## src/ppc_pkg.sv

```systemverilog
package ppc_pkg;
	// Geometry
	localparam int PPC_NUM_PORTS = 4;
	localparam int PPC_PORT_WIDTH = 8;
	localparam int PPC_NUM_PINS = PPC_NUM_PORTS * PPC_PORT_WIDTH;
	localparam int PPC_PORT_SEL_W = 2;
	localparam int PPC_BIT_SEL_W = 3;
	// Reset values and mode encodings
	localparam logic [7:0] PPC_LATCH_RESET = 8'hFF;
	localparam logic [7:0] PPC_MODE_RESET = 8'h00;
	localparam logic PPC_MODE_PUSH_PULL = 1'h1;
	localparam logic PPC_MODE_OPEN_DRAIN = 1'h0;
	// Access kinds
	typedef enum logic [2:0] {
		PPC_ACC_IDLE = 3'h1,
		PPC_ACC_BYTE = 3'h2,
		PPC_ACC_BIT = 3'h4
	} ppc_acc_t;
endpackage

```

## src/ppc_pin_drive.sv

```systemverilog
`timescale 1ns/1ps
module ppc_pin_drive
	import ppc_pkg::*;
(
	// Configuration
	input wire logic xbar_en,
	input wire logic periph_assigned,
	input wire logic periph_input,
	input wire logic force_open_drain,
	input wire logic mode_push_pull,
	// Values
	input wire logic latch_value,
	input wire logic periph_value,
	// Pad drive
	output logic pad_out,
	output logic pad_oe_n
);
	logic value;
	logic drive;
	always_comb begin
		value = periph_assigned ? periph_value : latch_value;
		if (!xbar_en || periph_input) begin
			drive = 1'b0;
		end else if (mode_push_pull && !force_open_drain) begin
			drive = 1'b1;
		end else begin
			drive = !value;
		end
		pad_out = value;
		pad_oe_n = !drive;
	end
endmodule

```

## src/ppc_port_ctrl.sv

```systemverilog
`timescale 1ns/1ps
// Behaviour
// - Assigned pins follow peripheral, not latch
// - Plain reads return sampled pin level
// - Read-modify-write reads return latch contents
// - Crossbar disabled forces all drivers off
// - Peripheral input pins never drive
// - Push-pull drives both levels
// - Open-drain drives low, releases high
// - Mode bit one push-pull, zero open-drain
// - Mode bits reset to open-drain
// - Serial bus and receive pins stay open-drain
// - Byte and bit access to port data
module ppc_port_ctrl
	import ppc_pkg::*;
#(
	parameter int NUM_PORTS = PPC_NUM_PORTS
)
(
	// Clock and reset
	input wire logic clk,
	input wire logic rst,
	// Processor data access
	input wire logic data_wr,
	input wire logic data_rd,
	input wire logic bit_access,
	input wire logic rmw_read,
	input wire logic [PPC_PORT_SEL_W-1:0] port_sel,
	input wire logic [PPC_BIT_SEL_W-1:0] bit_sel,
	input wire logic [7:0] wr_data,
	output logic [7:0] rd_data,
	// Output mode registers
	input wire logic mode_wr,
	input wire logic [7:0] mode_wr_data,
	output logic [NUM_PORTS*8-1:0] port_output_mode_reg,
	// Crossbar
	input wire logic crossbar_global_enable,
	input wire logic [NUM_PORTS*8-1:0] periph_assigned,
	input wire logic [NUM_PORTS*8-1:0] periph_input,
	input wire logic [NUM_PORTS*8-1:0] force_open_drain,
	input wire logic [NUM_PORTS*8-1:0] periph_out,
	// Pads
	input wire logic [NUM_PORTS*8-1:0] pad_in,
	output logic [NUM_PORTS*8-1:0] pad_out,
	output logic [NUM_PORTS*8-1:0] pad_oe_n,
	// Status
	output logic [NUM_PORTS*8-1:0] port_latch
);
	localparam int NP = NUM_PORTS * 8;

	// ==========================================
	// State
	typedef struct packed {
		logic [NP-1:0] latch;
		logic [NP-1:0] mode;
		logic [NP-1:0] pin_sample;
		logic [7:0] rd_data;
	} ppc_state_t;

	ppc_state_t st;
	ppc_state_t next_st;
	ppc_acc_t acc;
	logic [NP-1:0] sel_mask;

	always_comb begin
		if (!data_wr) begin
			acc = PPC_ACC_IDLE;
		end else if (bit_access) begin
			acc = PPC_ACC_BIT;
		end else begin
			acc = PPC_ACC_BYTE;
		end
	end

	// ==========================================
	// Next state
	always_comb begin
		next_st = st;
		next_st.pin_sample = pad_in;
		sel_mask = '0;
		case (acc)
			PPC_ACC_BYTE: begin
				sel_mask[port_sel*PPC_PORT_WIDTH +: PPC_PORT_WIDTH] = '1;
				next_st.latch = (st.latch & ~sel_mask) | ({NUM_PORTS{wr_data}} & sel_mask);
			end
			PPC_ACC_BIT: begin
				sel_mask[{port_sel, bit_sel}] = 1'b1;
				next_st.latch = (st.latch & ~sel_mask) | ({NP{wr_data[0]}} & sel_mask);
			end
			PPC_ACC_IDLE: begin
			end
			default: begin
			end
		endcase
		if (mode_wr) begin
			next_st.mode[port_sel*PPC_PORT_WIDTH +: PPC_PORT_WIDTH] = mode_wr_data;
		end
		if (data_rd) begin
			if (rmw_read) begin
				next_st.rd_data = st.latch[port_sel*PPC_PORT_WIDTH +: PPC_PORT_WIDTH];
			end else begin
				next_st.rd_data = st.pin_sample[port_sel*PPC_PORT_WIDTH +: PPC_PORT_WIDTH];
			end
			if (bit_access) begin
				next_st.rd_data = {7'h00, next_st.rd_data[bit_sel]};
			end
		end
	end

	always_ff @(posedge clk) begin
		if (rst) begin
			st.latch <= {NUM_PORTS{PPC_LATCH_RESET}};
			st.mode <= {NUM_PORTS{PPC_MODE_RESET}};
			st.pin_sample <= '0;
			st.rd_data <= 8'h00;
		end else begin
			st <= next_st;
		end
	end

	assign rd_data = st.rd_data;
	assign port_output_mode_reg = st.mode;
	assign port_latch = st.latch;

	// ==========================================
	// Pin drivers
	genvar gi;
	generate
		for (gi = 0; gi < NP; gi++) begin : g_pin
			ppc_pin_drive u_drv (
				.xbar_en(crossbar_global_enable),
				.periph_assigned(periph_assigned[gi]),
				.periph_input(periph_input[gi]),
				.force_open_drain(force_open_drain[gi]),
				.mode_push_pull(st.mode[gi]),
				.latch_value(st.latch[gi]),
				.periph_value(periph_out[gi]),
				.pad_out(pad_out[gi]),
				.pad_oe_n(pad_oe_n[gi])
			);
		end
	endgenerate

	// ==========================================
	// Checks
	property p_xbar_off;
		@(posedge clk) disable iff (rst) !crossbar_global_enable |-> (&pad_oe_n);
	endproperty
	a_xbar_off: assert property (p_xbar_off) else $error("driver on while crossbar off");

	property p_input_off;
		@(posedge clk) disable iff (rst) ((periph_input & ~pad_oe_n) == '0);
	endproperty
	a_input_off: assert property (p_input_off) else $error("peripheral input pin driven");

	property p_assigned_follow;
		@(posedge clk) disable iff (rst) ((periph_assigned & (pad_out ^ periph_out)) == '0);
	endproperty
	a_assigned_follow: assert property (p_assigned_follow) else $error("assigned pin not from peripheral");

	property p_od_release;
		@(posedge clk) disable iff (rst) ((~st.mode & pad_out & ~pad_oe_n) == '0);
	endproperty
	a_od_release: assert property (p_od_release) else $error("open-drain pin driving high");

	property p_forced_od;
		@(posedge clk) disable iff (rst) ((force_open_drain & pad_out & ~pad_oe_n) == '0);
	endproperty
	a_forced_od: assert property (p_forced_od) else $error("forced open-drain pin driving high");

	property p_pp_drive;
		@(posedge clk) disable iff (rst) crossbar_global_enable |->
			((st.mode & ~force_open_drain & ~periph_input & pad_oe_n) == '0);
	endproperty
	a_pp_drive: assert property (p_pp_drive) else $error("push-pull pin not driven");

	property p_mode_reset;
		@(posedge clk) rst |=> (port_output_mode_reg == '0);
	endproperty
	a_mode_reset: assert property (p_mode_reset) else $error("mode bits not cleared by reset");

	property p_pin_read;
		@(posedge clk) disable iff (rst) (data_rd && !rmw_read && !bit_access) ##1 !$past(rst) |->
			rd_data == $past(st.pin_sample[port_sel*8 +: 8]);
	endproperty
	a_pin_read: assert property (p_pin_read) else $error("plain read not pin level");

	property p_rmw_read;
		@(posedge clk) disable iff (rst) (data_rd && rmw_read && !bit_access) |=>
			rd_data == $past(port_latch[port_sel*8 +: 8]);
	endproperty
	a_rmw_read: assert property (p_rmw_read) else $error("rmw read not latch");

	property p_bit_write;
		@(posedge clk) disable iff (rst) (data_wr && bit_access) |=>
			port_latch[{$past(port_sel), $past(bit_sel)}] == $past(wr_data[0]);
	endproperty
	a_bit_write: assert property (p_bit_write) else $error("bit write lost");

	property p_byte_write;
		@(posedge clk) disable iff (rst) (data_wr && !bit_access) |=>
			port_latch[$past(port_sel)*PPC_PORT_WIDTH +: PPC_PORT_WIDTH] == $past(wr_data);
	endproperty
	a_byte_write: assert property (p_byte_write) else $error("byte write lost");

	property p_mode_write;
		@(posedge clk) disable iff (rst) mode_wr |=>
			port_output_mode_reg[$past(port_sel)*PPC_PORT_WIDTH +: PPC_PORT_WIDTH] == $past(mode_wr_data);
	endproperty
	a_mode_write: assert property (p_mode_write) else $error("mode byte lost");

	property p_od_low;
		@(posedge clk) disable iff (rst) crossbar_global_enable |->
			(((~st.mode | force_open_drain) & ~periph_input & ~pad_out & pad_oe_n) == '0);
	endproperty
	a_od_low: assert property (p_od_low) else $error("open-drain pin not pulled low");

	property p_bit_read;
		@(posedge clk) disable iff (rst) (data_rd && bit_access) |=> (rd_data[7:1] == 7'h00);
	endproperty
	a_bit_read: assert property (p_bit_read) else $error("bit read upper bits set");
endmodule

```

## config.mk

```make
export PLATFORM = sky130hd
export DESIGN_NAME = ppc_port_ctrl
export DESIGN_NICKNAME = d
export VERILOG_FILES = /design/src/ppc_pkg.sv /design/src/ppc_pin_drive.sv /design/src/ppc_port_ctrl.sv
export SDC_FILE = /design/constraint.sdc
export NUM_CORES = 1
export LEC_CHECK = 0
export ABC_AREA = 1
export BUFFER_PORTS_ARGS = -buffer_cell sky130_fd_sc_hd__buf_4
export CAP_MARGIN = 0
export CORE_MARGIN = 5
export CORE_UTILIZATION = 52
export DETAILED_ROUTE_END_ITERATION = 10
export PLACE_DENSITY = 0.91
export SLEW_MARGIN = 30
export SYNTH_ARGS = -nofsm -noshare
export SYNTH_HDL_FRONTEND = slang
export SYNTH_SLANG_ARGS = --single-unit
```

## constraint.sdc

```tcl
create_clock -name clk -period 3.3 [get_ports clk]
set_clock_uncertainty 0.2 [all_clocks]
set_input_delay 0.66 -clock clk [delete_from_list [all_inputs] [get_ports clk]]
set_output_delay 0.66 -clock clk [all_outputs]
set_load 0.01 [all_outputs]
```

Word-level counts from Yosys, hierarchy flattened
Index checks and enable logic that the tools add are counted.
{ "op_classes": {"muxes": 107, "n_eq_ne": 2, "mul": 0, "add_sub_neg": 1, "bitwise_logic": 9, "n_reduce_logical": 163, "div_mod_pow": 0, "n_lt_le_gt_ge": 3, "n_shift": 5} }
{ "ops": {"columns": ["operator", "count"], "rows": [
  ["32-bit bitwise AND", 5],
  ["1-bit 2-to-1 mux", 98],
  ["1-bit zero test", 97],
  ["32-bit inverter", 2],
  ["32-bit bitwise OR", 2],
  ["32-bit case mux with 2 select lines", 1],
  ["32-bit by 6-bit variable part select with 8-bit output", 2],
  ["5-bit negator with 34-bit output", 1],
  ["8-bit by 34-bit variable shift with 32-bit output (first input constant)", 1],
  ["8-bit by 34-bit variable part select with 32-bit output", 1],
  ["8-bit by 34-bit variable part select with 32-bit output (first input constant)", 1],
  ["1-bit logical AND", 33],
  ["32-bit bitwise mux", 1],
  ["1-bit logical OR", 32],
  ["8-bit 2-to-1 mux", 3],
  ["5-bit by 6-bit < comparator with 1-bit output (second input constant)", 1],
  ["3-bit 2-to-1 mux", 2],
  ["1-bit demux with 5-bit select", 1],
  ["5-bit by 1-bit >= comparator with 1-bit output (second input constant)", 1],
  ["3-bit by 4-bit < comparator with 1-bit output (second input constant)", 1],
  ["1-bit binary-select mux with 3-bit select", 1],
  ["3-bit by 2-bit equality test with 1-bit output (second input constant)", 1],
  ["3-bit equality test (second input constant)", 1],
  ["2-bit nonzero test", 1]
]} }
{ "totals": {"output_inout_bits": 136, "mem_count": 0, "romBits": 0, "inputBits": 189, "ramBits": 0, "latchBits": 0, "reg_bits": 104} }

Longest topological paths before layout
Gate-level depths: netlist of the first run.
{ "depth": {"word_depth": 8, "ltp_mapped": 12} }

Cells and area by module
A second synthesis of the first run with hierarchy kept.
{ "hier_totals": {"cells_unflattened": 1203, "area_unflattened_um2": 7215.7} }
{ "modules_own_cells": {"columns": ["mod", "cells_per_inst", "area_per_inst_um2", "seq_area_each_um2", "n_inst"], "rows": [
  ["ppc_port_ctrl", 819, 5654.2, 2082.0, 1],
  ["ppc_pin_drive", 12, 48.8, 0.0, 32]
]} }

Worst setup path after synthesis of the first run
Ideal clock, no wire load.
{ "synth_path": {"path_type": "input to register", "start": "input port port_sel[0]", "end": "register with a tool-made name", "required_ps": 2977, "arrival_time_ps": 1951, "path_buffers": 2, "stages": 11, "slack_ps": 1026, "cell_sequence": "buf_6 -> inv_2 -> buf_4 -> ha_1 -> clkinv_1 -> nor2_1 -> inv_1 -> o21ai_0 -> nand2_1 -> a21oi_1 -> o21ai_0"} }
{ "synth_lines": {"columns": ["item", "line", "rtl"], "rows": [
  ["start, declared", "ppc_port_ctrl.sv:28", "input wire logic [PPC_PORT_SEL_W-1:0] port_sel,"]
]} }

==> results of run 1 <==
## metrics by stage
stage	std cells	instance area [sq um]	total power, uW	utilization [%]
3_5_place_dp	1386	8410	2150	63.8
3_3_place_gp	1386	8410	2130	63.8
5_1_grt	1402	8740	3430	66.3
4_1_cts	1402	8740	3300	66.3
6_report	1402	8740	3310	66.3
2_1_floorplan	1052	6990	1840	-
## cell usage after synthesis, types with 2 or more instances
| library cell | number | area (sq um) |
|---|---|---|
| clkinv_1 | 5 | 18.8 |
| nand3b_1 | 32 | 240 |
| dfxtp_1 | 104 | 2080 |
| buf_2 | 5 | 25.0 |
| nor2_1 | 110 | 413 |
| nor3_1 | 8 | 40.0 |
| a21oi_2 | 4 | 35.0 |
| a22oi_1 | 16 | 120 |
| nand2_2 | 2 | 12.5 |
| nor2_2 | 2 | 12.5 |
| clkbuf_8 | 5 | 68.8 |
| nand3_1 | 50 | 250 |
| buf_1 | 3 | 11.3 |
| nand3_2 | 2 | 20.0 |
| a21oi_1 | 80 | 400 |
| inv_1 | 185 | 694 |
| buf_4 | 138 | 1040 |
| o21ai_0 | 104 | 521 |
| buf_6 | 6 | 67.6 |
| inv_2 | 2 | 7.51 |
| o211ai_1 | 7 | 52.6 |
| o22ai_1 | 36 | 225 |
| clkbuf_1 | 13 | 48.8 |
| ha_1 | 6 | 75.1 |
| nand2_1 | 122 | 458 |
## worst max-delay path, stage by stage (launching register included)
cell and delay [ps]:
dfxtp_1 420, inv_1 180, o21ai_0 430, o21ai_0 180, nand3b_1 170, buf_4 140
## how the worst max path moves through the flow
| stage | startpoint | end | slack (ps) | cells after the start |
|---|---|---|---|---|
| final | register | pad_oe_n[0] | 560 | 5 |
| after global routing | port_sel[0] | register | 540 | 12 |
| after CTS | register | pad_oe_n[0] | 650 | 5 |
| after detailed placement | port_sel[0] | register | 440 | 12 |
| after global placement | port_sel[0] | register | 550 | 11 |
| after floorplan | port_sel[0] | register | 1030 | 11 |
## kinds of logic after synthesis
kind of cell | after synthesis | synth area share, %
AO/OA/AOI/OAI | 249 | 19.6
flip-flops | 104 | 29.8
buffers and inverters | 363 | 28.5
AND/OR/NAND/NOR | 330 | 21.1
adder cells (fa/ha/maj) | 6 | 1.07
## per-layer routing
| metal | track usage [%] | up-vias | wire, um |
|---|---|---|---|
| li1 | - | 3575 | - |
| met1 | 38.8 | 3311 | 10100 |
| met2 | 50.3 | 486 | 12000 |
| met3 | 6.27 | 59 | 2610 |
| met4 | 11.2 | 0 | 876 |
| met5 | 0 | - | 0 |
## final cells by class
type	instances	area, sq um
clock buffers	11	253
clock inverters	5	78.8
fillers	1174	4450
inverters	192	721
multi-input cells	585	2920
flip-flops and latches	104	2080
well taps	176	220
repair buffers	329	2470
## power groups by stage
stage	combinational, uW	sequential [uW]	clock, uW
final	790	1340	1180
after floorplan	480	1360	0
after detailed placement	776	1370	0
after global placement	767	1370	0
after CTS	780	1340	1180
after global routing	850	1350	1240
==> impl_metrics.tcl, run 1 <==
set metrics [dict create \
    max_cap_viol_count 0 \
    post-route-min-period_ps 2740 \
    maxSlewViolCount 0 \
    io_pins 325 \
    ff2ff_path_depth 10 \
    nNetsFinal 1416 \
    holdCritStartpoint "rd_data[6]$_SDFFE_PP0P_" \
    wl_mm 25.5 \
    netlist_area_sq_um 6990 \
    switching_share_pct 28.4 \
    required_ps 2440 \
    portBuffers 324 \
    setup_ws_ps 563 \
    synthArstFlopShare_pct 0 \
    tightest_slew_ps 721 \
    grt-ovfl-total 0 \
    path_class "register to primary output" \
    fmax_mhz 365 \
    power_frac_comb_pct 23.8 \
    dieArea_sq_um 15900 \
    cts_buffers 9 \
    synth_seq_cells 104 \
    cts.path.max_buffers 2 \
    die_y_um 126 \
    die_w_um 126 \
    hpwl_mm 20.7 \
    holdWs_ps 268 \
    track_usage_pct 30.2 \
    final_antenna_net_count 0 \
    drive_gt1_share_pct 29.3 \
    p_int_uw 2370 \
    clk_pin_slew_ps 70 \
    detail_route.vias_per_cell 5.30 \
    start_util_pct 53.0 \
    r2r_setup_slack_ps 1610 \
    mostFrequentLayoutCells "329 x buf_4, 185 x inv_1, 122 x nand2_1" \
    syn_area_per_cell_sq_um 6.65 \
    p_switching_uw 941 \
    worstReg2RegEnd "rd_data[0]$_SDFFE_PP0P_" \
    max-vdd-ir-drop_mv 0.240 \
    arrival_ps 1880 \
    insertion_delay_ps 350 \
    hp-class "register to register" \
    tritoncts "built" \
    netlist_instances 1052 \
    clock-root-buffer "clkbuf_16" \
    place.gp.congestion 0.995 \
    synth_edf_count 0 \
    ys_seq_area_share_pct 29.8 \
    endpoint_kind "primary output" \
    grt_pass1_wl_mm 38.2 \
    drc 0 \
    antenna_found_initial 0 \
    grt_max_degree 68 \
    routedWlPerCell_um 18.2 \
    first_pass_iters 8 \
    ctsHoldBuffers 0 \
    relSlewSlack_pct 52.0 \
    post_cts_buffers 0 \
    syn_nets 1247 \
    post-place-ws_ps 437 \
    via_count 7431 \
    ctsResizeCount 0 \
    startpoint_type "register" \
    crit_fanout 3 \
    first_global_vias 6965 \
    whs_path_depth 2 \
    hold_viol 0 \
    clock_power_share_pct 35.7 \
    rows 42 \
    tns_ps 0 \
    layout_commonest_cell "buf_4" \
    core_area_sq_um 13200 \
    cts.sinks 104 \
    hold_path_end "rd_data[6]$_SDFFE_PP0P_" \
    synth_cell_type_count 30 \
    dr.first_iter.drc_count 806 \
    status "finished, final reports clean" \
    syn_to_final_growth_pct 25.0 \
    rsz0062_at_grt "no" \
    yosysWarnings 0 \
    h-tree-depth 3 \
    final-setup-viol-count 0 \
    post-route-period-util_pct 83.0 \
    p_per_area_nw_per_um2 379 \
    pwr-share-seq_pct 40.5 \
    ys.flop_type "dfxtp_1" \
    insertedDiodeCount 0 \
    power.static_leakage_uw 0.00424 \
]
No activity file was read; power rests on OpenSTA's default activity.
==> run 2, diff against run 1 <==
--- a/config.mk
+++ b/config.mk
@@ -8,10 +8,11 @@
 export ABC_AREA = 1
 export BUFFER_PORTS_ARGS = -buffer_cell sky130_fd_sc_hd__buf_4
 export CAP_MARGIN = 0
+export CORE_ASPECT_RATIO = 1.75
 export CORE_MARGIN = 5
-export CORE_UTILIZATION = 52
+export CORE_UTILIZATION = 48
 export DETAILED_ROUTE_END_ITERATION = 10
-export PLACE_DENSITY = 0.91
+export PLACE_DENSITY = 0.85
 export SLEW_MARGIN = 30
 export SYNTH_ARGS = -nofsm -noshare
 export SYNTH_HDL_FRONTEND = slang
==> constraint.sdc (replaced) <==
create_clock -name clk -period 2.9 [get_ports clk]
set_clock_uncertainty 0.2 [all_clocks]
set_input_delay 0.58 -clock clk [delete_from_list [all_inputs] [get_ports clk]]
set_output_delay 0.58 -clock clk [all_outputs]
set_load 0.01 [all_outputs]
==> impl_metrics.tcl, run 2 (synthesized netlist as in run 1, its figures left out) <==
set metrics [dict create \
    status "finished, final reports clean" \
    ctsHoldBuffers 0 \
    endpoint_kind "primary output" \
    dr.first_iter.drc_count 623 \
    clk_pin_slew_ps 70 \
    hpwl_mm 21.6 \
    rows 58 \
    final_antenna_net_count 0 \
    cp_common_cell "o21ai_0" \
    crit_end "pad_oe_n[1]" \
    relSlewSlack_pct 60.7 \
    slowest_delay_ps 460 \
    slowest_stage "o21ai_0" \
    portBuffers 324 \
    arrival_ps 1740 \
    final-setup-viol-count 0 \
    mostFrequentLayoutCells "329 x buf_4, 185 x inv_1, 122 x nand2_1" \
    antenna_found_initial 0 \
    first_pass_iters 5 \
    via_count 7380 \
    p_int_uw 2520 \
    p_per_area_nw_per_um2 415 \
    pwr-share-seq_pct 42.2 \
    crit_chain "inv_1 -> o21ai_0 -> o21ai_0 -> nand3b_1 -> buf_4" \
    start_util_pct 48.7 \
    clock-root-buffer "clkbuf_16" \
    max-vdd-ir-drop_mv 0.271 \
    required_ps 2120 \
    hp-class "primary input to register" \
    p_switching_uw 1100 \
    grt-ovfl-total 0 \
    ctsResizeCount 0 \
    track_usage_pct 29.5 \
    r2r_setup_slack_ps 1220 \
    power_frac_comb_pct 24.7 \
    hold_viol 0 \
    critPathBufInv 2 \
    tns_ps 0 \
    final_util_pct 60.7 \
    grt_pass1_wl_mm 38.8 \
    power.static_leakage_uw 0.00422 \
    max_cap_viol_count 0 \
    io_pins 325 \
    die_y_um 170 \
    drc 0 \
    tightest_slew_ps 588 \
    switching_share_pct 30.5 \
    cts.path.max_buffers 2 \
    post_cts_buffers 0 \
    core_area_sq_um 14400 \
    worstReg2RegEnd "rd_data[0]$_SDFFE_PP0P_" \
    post-route-min-period_ps 2520 \
    startpoint_type "register" \
    layout_commonest_cell "buf_4" \
    clock_power_share_pct 33.1 \
    wl_mm 26.4 \
    cts.sinks 104 \
    maxSlewViolCount 0 \
    drive_gt1_share_pct 29.3 \
    path_delay_family "compound AO/OA/AOI/OAI gates" \
    cts_buffers 9 \
    dieArea_sq_um 17200 \
    insertedDiodeCount 0 \
    h-tree-depth 3 \
    path_class "register to primary output" \
    nNetsFinal 1417 \
    detail_route.vias_per_cell 5.25 \
    routedWlPerCell_um 18.7 \
    tritoncts "built" \
    insertion_delay_ps 350 \
    die_w_um 101 \
    fmax_mhz 397 \
    crit_fanout 3 \
    post-route-period-util_pct 86.9 \
    rsz0062_at_grt "no" \
    syn_to_final_growth_pct 24.8 \
    first_global_vias 7364 \
    ff2ff_path_depth 10 \
    place.gp.congestion 0.950 \
    grt_max_degree 43 \
    path_depth 5 \
    fillers 1396 \
]
-- run 2: worst min-delay path by stage --
stage	cells past startpoint	slack, ps	endpoint	start
6_report	3	230	st[39]$_SDFF_PP0_	pad_in[31]
5_1_grt	3	230	st[36]$_SDFF_PP0_	pad_in[28]
4_1_cts	3	220	st[23]$_SDFF_PP0_	pad_in[15]
3_5_place_dp	2	260	rd_data[6]$_SDFFE_PP0P_	rd_data[6]$_SDFFE_PP0P_
3_3_place_gp	2	260	rd_data[6]$_SDFFE_PP0P_	rd_data[6]$_SDFFE_PP0P_
2_1_floorplan	2	250	rd_data[1]$_SDFFE_PP0P_	rd_data[1]$_SDFFE_PP0P_
-- run 2: power by group through the flow --
stage,clock (uW),combinational [uW],sequential [uW]
after floorplan,0,546,1540
after global placement,0,875,1560
after detailed placement,0,886,1560
after CTS,1210,890,1530
after global routing,1260,969,1530
final,1200,894,1530
-- run 2: cell type report --
type                    count  area [sq um]  share of cell area, %
multi-input cells         585          2920                   33.4
repair buffers            330          2490                   28.5
flip-flops and latches    104          2080                   23.9
inverters                 192           721                   8.26
clock buffers              10           239                   2.74
well taps                 180           225                   2.58
clock inverters             6          52.6                  0.602
-- run 2: per-stage QoR --
stage | worst slack (ps) | hold slack (ps) | instances | total power [uW] | area (sq um)
2_1_floorplan | 706 | 246 | 1052 | 2090 | 6990
3_3_place_gp | 381 | 257 | 1391 | 2440 | 8440
3_5_place_dp | 338 | 258 | 1391 | 2450 | 8440
4_1_cts | 412 | 221 | 1407 | 3630 | 8730
5_1_grt | 276 | 230 | 1407 | 3760 | 8730
6_report | 381 | 228 | 1407 | 3620 | 8730
-- run 2: metal layers --
layer	global-route usage, %	routed length (um)	vias to the layer above
met2	50.4	12900	461
met5	0	0	-
li1	-	-	3566
met1	32.9	9290	3269
met3	7.12	2690	84
met4	16.6	1440	0
-- run 2: tightest hold or removal path, delay by kind of cell --
| kind | cells | cell delay (ps) |
|---|---|---|
| AND/OR/NAND/NOR | 1 | 60 |
| buffers and inverters | 2 | 110 |
